<file path="src/shared/gpc_pkg.sv">
package gpc_pkg;
    localparam int          NPIN      = 6;
    localparam int          ADDR_W    = 12;
    localparam int          IDX_LSB   = 2;
    localparam int          IDX_W     = 8;
    // register indices; the byte address is four times the index
    localparam logic [7:0]  IDX_PIN5_3_CONFIG   = 8'hCB;
    localparam logic [7:0]  IDX_PIN5_4_CONFIG   = 8'hCC;
    localparam logic [7:0]  IDX_PIN6_0_CONFIG   = 8'hD0;
    localparam logic [7:0]  IDX_PIN6_1_CONFIG   = 8'hD1;
    localparam logic [7:0]  IDX_PIN6_2_CONFIG   = 8'hD2;
    localparam logic [7:0]  IDX_PIN6_3_CONFIG   = 8'hD3;
    localparam logic [7:0]  IDX_COMBINED_IRQ2   = 8'hEF;
    localparam logic [7:0]  IDX_GPIO_DATA       = 8'hF8;
    localparam logic [7:0]  IDX_PIN_LEVEL       = 8'hF9;
    localparam logic [7:0]  IDX_IRQ_STATUS      = 8'hFA;
    localparam logic [7:0]  IDX_IRQ_MASK        = 8'hFB;
    localparam logic [7:0]  PIN_IDX [NPIN] = '{IDX_PIN5_3_CONFIG, IDX_PIN5_4_CONFIG,
                                               IDX_PIN6_0_CONFIG, IDX_PIN6_1_CONFIG,
                                               IDX_PIN6_2_CONFIG, IDX_PIN6_3_CONFIG};
    // pin configuration fields
    localparam int          BIT_DIR   = 0;
    localparam int          BIT_POL   = 1;
    localparam int          FS_LSB    = 3;
    localparam int          FS_MSB    = 4;
    localparam int          BIT_GIE   = 5;
    localparam int          BIT_OD    = 7;
    localparam logic [7:0]  CFG_RST   = 8'h01;
    localparam logic [7:0]  CFG_WMASK = 8'hBB;
    localparam logic [1:0]  FN_ALT0   = 2'h0;
    localparam logic [1:0]  FN_IRQ    = 2'h1;
    localparam logic [1:0]  FN_GPIO   = 2'h2;
    localparam logic [1:0]  FN_ALT3   = 2'h3;
    // pins whose code 11 function drives the pin (system mgmt irq, led)
    localparam logic [5:0]  ALT3_OUT  = 6'h0C;
    // combined interrupt 2 fields
    localparam int          CI2_FLT   = 3;
    localparam int          CI2_MLSB  = 4;
    localparam int          CI2_MMSB  = 7;
    localparam logic [7:0]  CI2_RST   = 8'h00;
    localparam logic [7:0]  CI2_WMASK = 8'hF8;
    localparam logic [3:0]  MAP_OFF   = 4'h0;
    localparam logic [3:0]  DEB_CYCLES = 4'h8;
    // status bits
    localparam int          ST_EDGE3  = 0;
    localparam int          ST_EDGE4  = 1;
    localparam int          ST_GRP2   = 2;
    localparam int          ST_W      = 3;
endpackage : gpc_pkg

</file>
<file path="src/shared/gpc_sync_if.sv">
`timescale 1ns/1ps
interface gpc_sync_if;
    logic [5:0] raw;
    logic [5:0] clean;
    modport src (output raw, input clean);
    modport snk (input raw, output clean);
endinterface : gpc_sync_if

</file>
<file path="src/hw/gpc_pin_sync.sv">
`timescale 1ns/1ps
module gpc_pin_sync
    import gpc_pkg::*;
(
    input  logic         pclk,     // bus clock
    input  logic         presetn,  // async reset, low active
    input  logic         clk_en,   // freezes state while low
    gpc_sync_if.snk      s         // raw pins in, filtered levels out
);
    logic [NPIN-1:0] ff1_q;
    logic [NPIN-1:0] ff2_q;
    logic [NPIN-1:0] ff3_q;
    logic [NPIN-1:0] clean_q;

    always_ff @(posedge pclk or negedge presetn)
    begin
        if (!presetn)
        begin
            ff1_q <= '0;
            ff2_q <= '0;
            ff3_q <= '0;
        end
        else if (clk_en)
        begin
            ff1_q <= s.raw;
            ff2_q <= ff1_q;
            ff3_q <= ff2_q;
        end
    end

    // a level is taken only when the second and third stages agree
    always_ff @(posedge pclk or negedge presetn)
    begin
        if (!presetn)
            clean_q <= '0;
        else if (clk_en)
            clean_q <= (ff2_q & ff3_q) | (clean_q & (ff2_q | ff3_q));
    end

    assign s.clean = clean_q;
endmodule : gpc_pin_sync

</file>
<file path="src/hw/gpc_config.sv">
// Chosen here: register access over APB.
`timescale 1ns/1ps
// What this block does
// - In the gpio function, bit 0 of a pin register makes the pin an input when one and an output when zero.
// - Bit 1 inverts the pin's logical value when one and leaves it as is when zero.
// - Bit 7 selects open-drain drive when one and push-pull drive when zero.
// - Bit 5 admits the pin into combined interrupt 2; bits 2 and 6 are reserved.
// - Pin 5.3 function codes: rom chip select, irq11, gpio, either-edge interrupt 3.
// - Pin 5.4 function codes: rom output enable, irq12, gpio, either-edge interrupt 4.
// - Pin 6.0 function codes: parallel data 0, irq1, gpio, system mgmt interrupt out.
// - Pin 6.1 function codes: parallel data 1, irq3, gpio, led driver.
// - Pin 6.2 function codes: parallel data 2, irq4, gpio, ring indicator input.
// - Pin 6.3 function codes: parallel data 3, irq5, gpio; code 11 is not defined and leaves the pad undriven.
// - Combined irq 2 maps the group onto a host irq (0000 disables) with optional debounce.
module gpc_config
    import gpc_pkg::*;
(
    input  logic              pclk,                    // bus clock, 25 MHz
    input  logic              presetn,                 // async reset, low active
    input  logic              clk_en,                  // freezes all state while low
    input  logic              psel,                    // apb select
    input  logic              penable,                 // apb access phase
    input  logic              pwrite,                  // apb write
    input  logic [ADDR_W-1:0] paddr,                   // apb byte address
    input  logic [31:0]       pwdata,                  // apb write data
    output logic [31:0]       prdata,                  // apb read data
    output logic              pready,                  // apb ready
    output logic              pslverr,                 // apb error, unmapped address
    input  logic [5:0]        pin_in,                  // pad levels
    output logic [5:0]        pin_out,                 // pad drive values
    output logic [5:0]        pin_oe,                  // pad output enables
    input  logic              rom_chip_select_n,       // rom select from bios logic
    input  logic              rom_output_enable_n,     // rom read strobe from bios logic
    input  logic [3:0]        parallel_data_line_o,    // parallel data to pads
    input  logic [3:0]        parallel_data_line_oe,   // parallel data drive enables
    output logic [3:0]        parallel_data_line_i,    // parallel data from pads
    input  logic [5:0]        host_irq_src,            // irq11,12,1,3,4,5 sources
    input  logic              system_mgmt_interrupt_n, // system mgmt interrupt source
    input  logic              led_drive,               // led driver source
    output logic              ring_indicator_n,        // ring indicator from pad
    output logic              combined_irq2_req,       // grouped interrupt request
    output logic [3:0]        combined_irq2_line,      // host irq line for the group
    output logic              irq                      // unmasked status interrupt
);
    logic [7:0]      cfg_q [NPIN];
    logic [7:0]      ci2_q;
    logic [NPIN-1:0] data_q;
    logic [NPIN-1:0] lvl_prev_q;
    logic [ST_W-1:0] stat_q;
    logic [ST_W-1:0] mask_q;
    logic [3:0]      deb_cnt_q;
    logic            flt_q;
    logic [1:0]      fs [NPIN];
    logic [NPIN-1:0] lvl;
    logic [NPIN-1:0] drv_d;
    logic [NPIN-1:0] oe_d;
    logic [NPIN-1:0] gie;
    logic [NPIN-1:0] pin_hit;
    logic [31:0]     rd_d;
    logic [ST_W-1:0] set_d;
    logic [ST_W-1:0] clr_d;
    logic [IDX_W-1:0] idx;
    logic            aligned;
    logic            acc_start;
    logic            wr_go;
    logic            mapped;
    logic            grp_raw;
    logic            req_d;
    logic            filt_en;
    logic [3:0]      map;
    logic [31:0]     prdata_q;
    logic            pready_q;
    logic            pslverr_q;
    logic [5:0]      pin_out_q;
    logic [5:0]      pin_oe_q;
    logic [3:0]      pdl_i_q;
    logic            ring_q;
    logic            req_q;
    logic [3:0]      line_q;
    logic            irq_q;
    logic [5:0]      alt0_val;
    logic [5:0]      alt0_oe;
    logic [5:0]      alt3_val;

    gpc_sync_if sync_if ();
    assign sync_if.raw = pin_in;
    gpc_pin_sync u_sync (
        .pclk    (pclk),
        .presetn (presetn),
        .clk_en  (clk_en),
        .s       (sync_if.snk)
    );

    // apb decode: the register index sits above the two byte-lane bits
    assign idx       = paddr[IDX_LSB+IDX_W-1:IDX_LSB];
    assign aligned   = (paddr[IDX_LSB-1:0] == '0) && (paddr[ADDR_W-1:IDX_LSB+IDX_W] == '0);
    assign acc_start = psel && penable && !pready_q;
    assign wr_go     = psel && penable && pready_q && pwrite && !pslverr_q;
    assign filt_en   = ci2_q[CI2_FLT];
    assign map       = ci2_q[CI2_MMSB:CI2_MLSB];

    assign alt0_val = {parallel_data_line_o, rom_output_enable_n, rom_chip_select_n};
    assign alt0_oe  = {parallel_data_line_oe, 2'h3};
    assign alt3_val = {2'h0, led_drive, system_mgmt_interrupt_n, 2'h0};

    genvar g;
    generate
        for (g = 0; g < NPIN; g++)
        begin : g_pin
            logic val;
            logic en;
            logic drv;
            assign fs[g]      = cfg_q[g][FS_MSB:FS_LSB];
            assign lvl[g]     = sync_if.clean[g] ^ cfg_q[g][BIT_POL];
            assign gie[g]     = cfg_q[g][BIT_GIE];
            assign pin_hit[g] = aligned && (idx == PIN_IDX[g]);

            // function select steers the pad between gpio and alternates
            always_comb
            begin
                case (fs[g])
                    FN_ALT0: begin val = alt0_val[g];     en = alt0_oe[g];   end
                    FN_IRQ:  begin val = host_irq_src[g]; en = 1'b1;         end
                    FN_GPIO: begin val = data_q[g];   en = !cfg_q[g][BIT_DIR]; end
                    FN_ALT3: begin val = alt3_val[g]; en = ALT3_OUT[g];      end
                    default: begin val = 1'b0;        en = 1'b0;             end
                endcase
            end

            assign drv = val ^ cfg_q[g][BIT_POL];
            // open drain only pulls low, so the enable follows the value
            assign drv_d[g] = cfg_q[g][BIT_OD] ? 1'b0 : drv;
            assign oe_d[g]  = cfg_q[g][BIT_OD] ? (en && !drv) : en;

            always_ff @(posedge pclk or negedge presetn)
            begin
                if (!presetn)
                    cfg_q[g] <= CFG_RST;
                else if (clk_en && wr_go && pin_hit[g])
                    cfg_q[g] <= pwdata[7:0] & CFG_WMASK;
            end
        end
    endgenerate

    always_comb
    begin
        rd_d   = '0;
        mapped = 1'b1;
        if (|pin_hit)
        begin
            for (int i = 0; i < NPIN; i++)
                if (pin_hit[i])
                    rd_d[7:0] = cfg_q[i];
        end
        else if (aligned && idx == IDX_COMBINED_IRQ2)
            rd_d[7:0] = ci2_q;
        else if (aligned && idx == IDX_GPIO_DATA)
            rd_d[NPIN-1:0] = data_q;
        else if (aligned && idx == IDX_PIN_LEVEL)
            rd_d[NPIN-1:0] = lvl;
        else if (aligned && idx == IDX_IRQ_STATUS)
            rd_d[ST_W-1:0] = stat_q;
        else if (aligned && idx == IDX_IRQ_MASK)
            rd_d[ST_W-1:0] = mask_q;
        else
            mapped = 1'b0;
    end

    // apb answer: ready one cycle into the access phase
    always_ff @(posedge pclk or negedge presetn)
    begin
        if (!presetn)
        begin
            pready_q  <= 1'b0;
            prdata_q  <= '0;
            pslverr_q <= 1'b0;
        end
        else if (clk_en)
        begin
            pready_q <= acc_start;
            if (acc_start)
            begin
                prdata_q  <= pwrite ? '0 : rd_d;
                pslverr_q <= !mapped;
            end
            else
                pslverr_q <= 1'b0;
        end
    end

    always_ff @(posedge pclk or negedge presetn)
    begin
        if (!presetn)
        begin
            ci2_q  <= CI2_RST;
            data_q <= '0;
            mask_q <= '0;
        end
        else if (clk_en && wr_go && aligned)
        begin
            if (idx == IDX_COMBINED_IRQ2)
                ci2_q <= pwdata[7:0] & CI2_WMASK;
            if (idx == IDX_GPIO_DATA)
                data_q <= pwdata[NPIN-1:0];
            if (idx == IDX_IRQ_MASK)
                mask_q <= pwdata[ST_W-1:0];
        end
    end

    // group request with optional debounce
    assign grp_raw = |(lvl & gie);
    always_ff @(posedge pclk or negedge presetn)
    begin
        if (!presetn)
        begin
            deb_cnt_q <= '0;
            flt_q     <= 1'b0;
        end
        else if (clk_en)
        begin
            if (!filt_en || grp_raw == flt_q)
            begin
                deb_cnt_q <= '0;
                flt_q     <= grp_raw;
            end
            else if (deb_cnt_q == DEB_CYCLES - 4'h1)
            begin
                deb_cnt_q <= '0;
                flt_q     <= grp_raw;
            end
            else
                deb_cnt_q <= deb_cnt_q + 4'h1;
        end
    end
    assign req_d = (map != MAP_OFF) && (filt_en ? flt_q : grp_raw);

    // sticky events; a set in the same cycle as its clear wins
    assign set_d[ST_EDGE3] = (fs[0] == FN_ALT3) && (lvl[0] != lvl_prev_q[0]);
    assign set_d[ST_EDGE4] = (fs[1] == FN_ALT3) && (lvl[1] != lvl_prev_q[1]);
    assign set_d[ST_GRP2]  = req_d && !req_q;
    assign clr_d = (wr_go && aligned && idx == IDX_IRQ_STATUS) ? pwdata[ST_W-1:0] : '0;

    always_ff @(posedge pclk or negedge presetn)
    begin
        if (!presetn)
        begin
            stat_q     <= '0;
            lvl_prev_q <= '0;
            irq_q      <= 1'b0;
        end
        else if (clk_en)
        begin
            stat_q     <= (stat_q & ~clr_d) | set_d;
            lvl_prev_q <= lvl;
            irq_q      <= |(stat_q & mask_q);
        end
    end

    always_ff @(posedge pclk or negedge presetn)
    begin
        if (!presetn)
        begin
            pin_out_q <= '0;
            pin_oe_q  <= '0;
            pdl_i_q   <= '0;
            ring_q    <= 1'b1;
            req_q     <= 1'b0;
            line_q    <= MAP_OFF;
        end
        else if (clk_en)
        begin
            pin_out_q <= drv_d;
            pin_oe_q  <= oe_d;
            pdl_i_q   <= lvl[5:2];
            ring_q    <= (fs[4] == FN_ALT3) ? lvl[4] : 1'b1;
            req_q     <= req_d;
            line_q    <= map;
        end
    end

    assign prdata               = prdata_q;
    assign pready               = pready_q;
    assign pslverr              = pslverr_q;
    assign pin_out              = pin_out_q;
    assign pin_oe               = pin_oe_q;
    assign parallel_data_line_i = pdl_i_q;
    assign ring_indicator_n     = ring_q;
    assign combined_irq2_req    = req_q;
    assign combined_irq2_line   = line_q;
    assign irq                  = irq_q;
endmodule : gpc_config

</file>
<file path="config.mk">
export PLATFORM = sky130hd
export DESIGN_NAME = gpc_config
export DESIGN_NICKNAME = d
export VERILOG_FILES = /design/src/shared/gpc_pkg.sv /design/src/shared/gpc_sync_if.sv /design/src/hw/gpc_pin_sync.sv /design/src/hw/gpc_config.sv
export SDC_FILE = /design/constraint.sdc
export NUM_CORES = 1
export LEC_CHECK = 0
export BUFFER_PORTS_ARGS = -buffer_cell sky130_fd_sc_hd__buf_2
export CAP_MARGIN = 20
export CORE_MARGIN = 3
export CORE_UTILIZATION = 35
export CTS_BUF_LIST = sky130_fd_sc_hd__clkbuf_8
export CTS_CLUSTER_DIAMETER = 60
export DETAILED_ROUTE_END_ITERATION = 7
export SLEW_MARGIN = 20
export SYNTH_ARGS = -nofsm -noshare
export SYNTH_HDL_FRONTEND = slang
export SYNTH_HIERARCHICAL = 1
export SYNTH_SLANG_ARGS = --single-unit
</file>
<file path="constraint.sdc">
create_clock -name pclk -period 1.6 [get_ports pclk]
set_input_delay 0.08 -clock pclk [delete_from_list [all_inputs] [get_ports pclk]]
set_output_delay 0.08 -clock pclk [all_outputs]
set_load 0.005 [all_outputs]
</file>
==> flow_metrics.py, run 1 <==
metrics = {
    "global_routing": {
        "grt_usage": 0.1938,
        "use_met1": 0.2515,
        "grt_overflow": 0,
        "grt_max_degree": 73,
        "grtUsageMet2": 0.3145,
        "top_usage_layer": "met2",
        "grt_use_met3": 0.04310,
        "grt_first_pass_wirelength_um": 27340,
        "grt_pass1_vias": 4998,
        "grt_antenna_before_repair": 0,
    },
    "setup_path": {
        "start_kind": "flop",
        "cpPeakStageDelay_ns": 0.46,
        "required_ns": 1.97,
        "slowest_stage": "dfrtp_2",
        "r2r-start": "cfg_q[41]$_DFFE_PN0P_",
        "reg2reg_to": "deb_cnt_q[3]$_DFFE_PN0P_",
        "arrival_ns": 2.11,
        "r2r_cells": 7,
        "r2r_slack_ns": -0.14,
        "critPathMaxFanout": 3,
        "worstSetupPathType": "reg -> reg",
        "path_cells": "xor2_2 -> a22oi_2 -> a31oi_2 -> o31a_1 -> buf_4 -> buf_6 -> nor2_4",
        "end_kind": "flop",
    },
    "logic_synthesis": {
        "synth_top_family_by_area": "compound AO/OA/AOI/OAI gates",
        "synthMuxAreaShare": 0.1502,
        "yosys.area_share.simple": 0.1196,
        "synth_top_area_cell": "dfrtp_1",
        "synth-async-reset-ratio": 1.000,
        "netlist_area_sq_um": 6056,
        "yosys_most_used_dff": "dfrtp_1",
        "synth-compound-area-share": 0.1504,
        "avgSynthCellArea_sq_um": 10.83,
        "synth_cells": 559,
        "ys_seq_area_frac": 0.4849,
        "yosys_warnings": 6,
        "synth_edf_count": 0,
        "synth_fa_ha_area_frac": 0.002066,
        "synth_area_leaders": "dfrtp_1 45%, mux2_2 8.7%, o21ai_0 3.7%, mux2_4 3.5%, buf_4 3.2%",
        "synth_cell_types": 65,
        "synthXorXnorAreaFrac": 0.02314,
        "ys_ff_latch": 117,
        "synth_top_area_share": 0.4545,
    },
    "routing": {
        "routedWlPerCell_um": 18.40,
        "routed_wl_um": 17780,
        "num_vias": 4966,
        "vias_per_cell": 5.141,
        "antenna_left": 0,
        "route.detailed.drc": 0,
        "drt_first_pass_iters": 5,
        "first_iter_violations": 394,
    },
    "sta": {
        "fin_crit_ns": 1.738,
        "setup_ws_ns": -0.1378,
        "maxSlewViolCount": 0,
        "hold_viol_final": 0,
        "fmax_ghz": 0.5754,
        "setup_violations": 9,
        "rsz0062_at_grt": "yes",
        "fin_crit_sh": 1.086,
        "worst_clock_skew_ns": 0.01338,
        "fin_tns_setup_ns": -0.6608,
    },
    "finish": {
        "final_common_cell": "dfrtp_1",
        "area.growth.synth_to_final_pct": 31.76,
        "fill_cells": 1549,
        "antennaDiodeCount": 0,
        "drive_gt1_frac": 0.4115,
        "layout_common_cells": "105 x dfrtp_1, 81 x buf_2, 79 x buf_4",
        "nets": 808,
        "fin_util": 0.4761,
    },
    "floorplan": {
        "die_h_um": 137.5,
        "dieArea_sq_um": 18920,
        "num_io_pins": 131,
        "start_util": 0.3613,
        "core_area_sq_um": 16760,
        "rows": 47,
        "die_x_um": 137.5,
    },
    "placed_design": {
        "place_congestion": 0.9783,
        "portBuffers": 82,
        "place_hpwl_um": 13220,
    },
    "clock_tree": {
        "cts_inserted_buffers": 17,
        "htreeDepth": 4,
        "clkSinkCount": 117,
        "cts-root-buf": "clkbuf_8",
        "clock_latency_ns": 0.44,
        "cts_tree": "yes",
        "clkTransAtPathRegs_ns": 0.08,
        "cts_buffer_depth": 2,
    },
    "outcome": {
        "violations": "setup timing",
        "status": "finished, violations left",
    },
    "power": {
        "powerDensity_nw_per_um2": 968.0,
        "peakVddDrop_mv": 0.5557,
        "power.leakage_nw": 3.699,
    },
    "min_path": {
        "hold_class": "in -> async",
    },
    "run": {
        "timing.max_cap.violations": 0,
    },
}
[critical path: cells and delay by family (launching register included)]
kind                      cells  cell delay [ns]
AOI/OAI and AO/OA             3             0.68
DFF                           1             0.46
buffers and inverters         2             0.26
xor gates and xnor gates      1             0.20
and+or+nand+nor               1             0.07
[report_power, final]
| group | internal, mW | switching [mW] | total [mW] |
|---|---|---|---|
| combinational | 0.672 | 0.578 | 1.25 |
| clock | 1.88 | 1.26 | 3.15 |
| sequential | 3.17 | 0.160 | 3.33 |
[synth_stat cells, types with 8 or more instances]
cell        n
dfrtp_1   110
mux2_2     47
nand2_1    46
o21ai_0    45
nor2_1     31
a21oi_1    28
inv_1      28
buf_4      26
nand3_1    16
mux2_4     14
clkbuf_1   13
xnor2_1    12
o31ai_1    11
mux2i_1     8
[timing repair]
action / CTS / global route
endpoints found under the setup margin: 7 / 15
hold buffers: 14 / 0
resized for setup: 10 / 15
setup buffers: 1 / 5
pin swaps: 7 / 9
endpoints found under the hold margin: 132 / 0
[metal layers]
metal,part of all wire,vias up
li1,-,2339
met1,0.44,2427
met2,0.48,166
met3,0.051,34
met4,0.030,0
met5,0,-
[layout make-up]
| cell class | count | area [sq um] | area share |
|---|---|---|---|
| tap | 220 | 275.3 | 0.03450 |
| clock buffer | 18 | 247.7 | 0.03105 |
| inverter | 28 | 105.1 | 0.01317 |
| sequential | 117 | 2943 | 0.3688 |
| clock inverter | 14 | 210.2 | 0.02634 |
| timing repair buffer | 179 | 1230 | 0.1541 |
| multi-input combinational | 390 | 2968 | 0.3720 |
[sequential cells by signal, summed over array words and instances, names as in the netlist, 4 cells and up]
signal,flops
cfg_q,36
prdata,8
data_q,6
pin_oe,6
pin_out,6
u_sync/ff1_q,6
u_sync/ff2_q,6
u_sync/ff3_q,6
u_sync/s.clean,6
ci2_q,5
combined_irq2_line,4
deb_cnt_q,4
parallel_data_line_i,4
[per-stage QoR]
step           power, mW  hold slack, ns  setup slack [ns]  instances  area, sq um
2_1_floorplan      3.982         -0.2156          -0.06851        582         6246
3_3_place_gp       4.506        -0.06363           -0.2124        915         7249
3_5_place_dp       4.540        -0.05866           -0.2184        915         7249
4_1_cts            7.757        0.006413           -0.1426        962         7891
5_1_grt            8.098         0.01759           -0.1979        966         7979
6_report           7.724         0.02769           -0.1378        966         7979
[cell families after synthesis]
| logic type | Yosys count |
|---|---|
| XOR/XNOR | 16 |
| AND/OR/NAND/NOR | 137 |
| flip-flops | 117 |
| other | 1 |
| AO/OA/AOI/OAI | 139 |
| adder cells (fa/ha/maj) | 1 |
| buffers and inverters | 75 |
| multiplexers | 73 |
[worst max-delay path by stage]
| stage | start | endpoint | slack (ns) | cells after the start |
|---|---|---|---|---|
| after floorplan | paddr[1] | cfg_q[35]$_DFFE_PN0P_ | -0.07 | 5 |
| after global placement | paddr[1] | stat_q[2]$_DFFE_PN0P_ | -0.21 | 7 |
| after detailed placement | paddr[1] | prdata[7]$_DFFE_PN0P_ | -0.22 | 7 |
| after CTS | cfg_q[41]$_DFFE_PN0P_ | flt_q$_DFFE_PN0P_ | -0.14 | 5 |
| after global routing | cfg_q[41]$_DFFE_PN0P_ | flt_q$_DFFE_PN0P_ | -0.20 | 5 |
| final | cfg_q[41]$_DFFE_PN0P_ | deb_cnt_q[3]$_DFFE_PN0P_ | -0.14 | 7 |
Power figures use the tool's default switching activity.
==> inputs of run 2 (changes only) <==
Settings changed: SYNTH_HIERARCHICAL 1 to unset.
==> run 2 against run 1 <==
The flow still finishes with violations (setup timing). Combinational power decreased by 16%. Register-to-register slack improved by 0.03 ns. Maximum frequency is 1.6% higher. Via count is 5.3% lower. Clock skew shrank 0.0032 ns. Critical path type unchanged. Largest cell class is now flip-flops and latches.
==> flow_metrics.py, run 2 <==
metrics = {
    "logic_synthesis": {
        "ys_seq_area_frac": 0.4954,
        "avgSynthCellArea_sq_um": 11.16,
        "synth_top_area_share": 0.4643,
        "netlist_area_sq_um": 5928,
        "synth-async-reset-ratio": 1.000,
        "ys_ff_latch": 117,
        "synth_area_leaders": "dfrtp_1 46%, mux2_2 12%, o21ai_0 4.1%, dfstp_2 3.1%, buf_4 3.0%",
        "yosys_warnings": 0,
        "yosys_most_used_dff": "dfrtp_1",
        "synth_top_area_cell": "dfrtp_1",
        "synth.most_common_cell": "dfrtp_1",
        "synth_cells": 531,
        "synth_cell_types": 64,
        "synth_edf_count": 0,
        "ys_top_cells_by_count": "110 x dfrtp_1, 65 x mux2_2, 49 x o21ai_0",
    },
    "power": {
        "p_seq_frac": 0.434,
        "p_comb_frac": 0.139,
        "swShare": 0.2480,
        "power.leakage_nw": 3.749,
        "internal_power_mw": 5.688,
        "powerDensity_nw_per_um2": 962.5,
        "p_switching_mw": 1.876,
        "peakVddDrop_mv": 0.7746,
        "p_clk_frac": 0.427,
    },
    "sta": {
        "hold_viol_final": 0,
        "maxSlewViolCount": 0,
        "fmax_ghz": 0.5847,
        "rsz0062_at_grt": "yes",
        "fin_crit_ns": 1.710,
        "setup_ws_ns": -0.1103,
        "fin_crit_sh": 1.069,
        "worst_clock_skew_ns": 0.01013,
        "relSlewSlack": 0.5807,
        "setup_violations": 5,
        "worstMarginPinSlew_ns": 0.6289,
        "fin_tns_setup_ns": -0.2776,
    },
    "setup_path": {
        "required_ns": 1.92,
        "r2r-start": "u_sync.s.clean[5]$_DFFE_PN0P_",
        "cp-endpoint": "deb_cnt_q[3]$_DFFE_PN0P_",
        "critPathMaxFanout": 4,
        "r2r_slack_ns": -0.11,
        "reg2reg_to": "deb_cnt_q[3]$_DFFE_PN0P_",
        "worstSetupPathType": "reg -> reg",
        "r2r_cells": 7,
        "crit_start": "u_sync.s.clean[5]$_DFFE_PN0P_",
        "arrival_ns": 2.03,
        "start_kind": "flop",
        "end_kind": "flop",
    },
    "clock_tree": {
        "htreeDepth": 4,
        "cts_inserted_buffers": 17,
        "cts-root-buf": "clkbuf_8",
        "clock_latency_ns": 0.44,
        "clkSinkCount": 117,
        "clkTransAtPathRegs_ns": 0.07,
        "cts_buffer_depth": 2,
        "cts_tree": "yes",
    },
    "placed_design": {
        "place_hpwl_um": 12380,
        "place_congestion": 0.8526,
        "place_area_sq_um": 7086,
        "place_inst": 885,
        "portBuffers": 82,
    },
    "finish": {
        "drive_gt1_frac": 0.4324,
        "antennaDiodeCount": 0,
        "final_common_cell": "dfrtp_1",
        "largest_reg_flops": 36,
        "fill_cells": 1492,
        "fin_util": 0.4842,
        "layout_common_cells": "107 x dfrtp_1, 81 x buf_2, 75 x buf_4",
        "regMostFlops": "cfg_q",
        "finalNonFillerCells": 933,
        "nets": 779,
        "area.growth.synth_to_final_pct": 32.57,
        "design_area_sq_um": 7859,
    },
    "run": {
        "timing.max_cap.violations": 0,
    },
    "floorplan": {
        "num_io_pins": 131,
        "core_area_sq_um": 16230,
        "start_util": 0.3652,
        "rows": 46,
        "dieArea_sq_um": 18540,
        "die_h_um": 136.1,
        "die_x_um": 136.1,
    },
    "routing": {
        "num_vias": 4702,
        "routedWlPerCell_um": 17.85,
        "drt_first_pass_iters": 4,
        "routed_wl_um": 16660,
        "vias_per_cell": 5.040,
        "first_iter_violations": 307,
        "antenna_left": 0,
        "route.detailed.drc": 0,
    },
    "global_routing": {
        "grt_usage": 0.1912,
        "grt_overflow": 0,
        "grt_max_degree": 118,
        "grt_antenna_before_repair": 2,
        "grt_pass1_vias": 4897,
        "grt_first_pass_wirelength_um": 26900,
    },
    "outcome": {
        "violations": "setup timing",
        "status": "finished, violations left",
    },
    "min_path": {
        "hold_class": "in -> reg",
    },
}
run 2: cell families (layout without fill, tap and decap cells):
kind of cell,count (synthesis),after routing,synth area share
other,1,24,0.0006326
XOR/XNOR,14,14,0.02068
multiplexers,83,83,0.1686
AND/OR/NAND/NOR,129,129,0.1258
adder cells (fa/ha/maj),1,1,0.002110
flip-flops,117,117,0.4954
buffers and inverters,65,228,0.05741
AO/OA/AOI/OAI,121,121,0.1294
run 2: power by group through the flow:
| stage | combinational, mW | clock (mW) | sequential, mW |
|---|---|---|---|
| final | 1.05 | 3.23 | 3.28 |
| after global routing | 1.16 | 3.45 | 3.31 |
| after global placement | 0.968 | 0 | 3.33 |
| after detailed placement | 0.983 | 0 | 3.33 |
| after floorplan | 0.483 | 0 | 3.31 |
| after CTS | 1.03 | 3.30 | 3.29 |
run 2: area by class of cell:
cell class / instances / area [sq um] / share of cell area
Timing Repair Buffer: 174 / 1209 / 0.1538
Tap cell: 216 / 270.3 / 0.03439
Sequential cell: 117 / 2940 / 0.3741
Multi-Input combinational cell: 372 / 2887 / 0.3673
Inverter: 22 / 82.58 / 0.01051
Clock inverter: 15 / 236.5 / 0.03009
Clock buffer: 17 / 234.0 / 0.02977
run 2: worst min-delay path by stage:
stage	startpoint	cells after the start	endpoint
2_1_floorplan	presetn	0	cfg_q[11]$_DFFE_PN0P_
3_3_place_gp	presetn	2	pin_oe[4]$_DFFE_PN0P_
3_5_place_dp	presetn	2	u_sync.ff3_q[2]$_DFFE_PN0P_
4_1_cts	pwdata[5]	2	ci2_q[5]$_DFFE_PN0P_
5_1_grt	pwdata[5]	2	ci2_q[5]$_DFFE_PN0P_
6_report	pwdata[5]	2	ci2_q[5]$_DFFE_PN0P_
run 2: repair_timing:
item / in CTS / in global routing
hold endpoints to repair: 122 / 0
hold buffers: 12 / 0
setup buffers: 0 / 5
endpoints found under the setup margin: 12 / 25
pin swaps: 3 / 12
resized for setup: 15 / 20
run 2: critical path: stages (launching register included):
cell and delay, ns:
dfrtp_2 0.46, xnor2_2 0.20, a2bb2oi_2 0.18, buf_4 0.15, nand3_1 0.09, buf_4 0.16
a221oi_2 0.23, o41ai_2 0.11
run 2: metal layers:
layer / track usage / vias up / share of wire
met5: 0 / - / 0.0016
met3: 0.05403 / 34 / 0.068
met4: 0.07503 / 4 / 0.032
li1: - / 2235 / -
met2: 0.2840 / 145 / 0.44
met1: 0.2648 / 2284 / 0.45
run 2: metrics by stage:
| step | hold WS, ns | power, mW | setup slack [ns] |
|---|---|---|---|
| after global placement | 0.2216 | 4.295 | -0.2323 |
| final | 0.05264 | 7.564 | -0.1103 |
| after floorplan | -0.2156 | 3.796 | -0.03484 |
| after global routing | 0.02903 | 7.925 | -0.1525 |
| after CTS | 0.02388 | 7.617 | -0.05441 |
| after detailed placement | 0.2288 | 4.317 | -0.2234 |
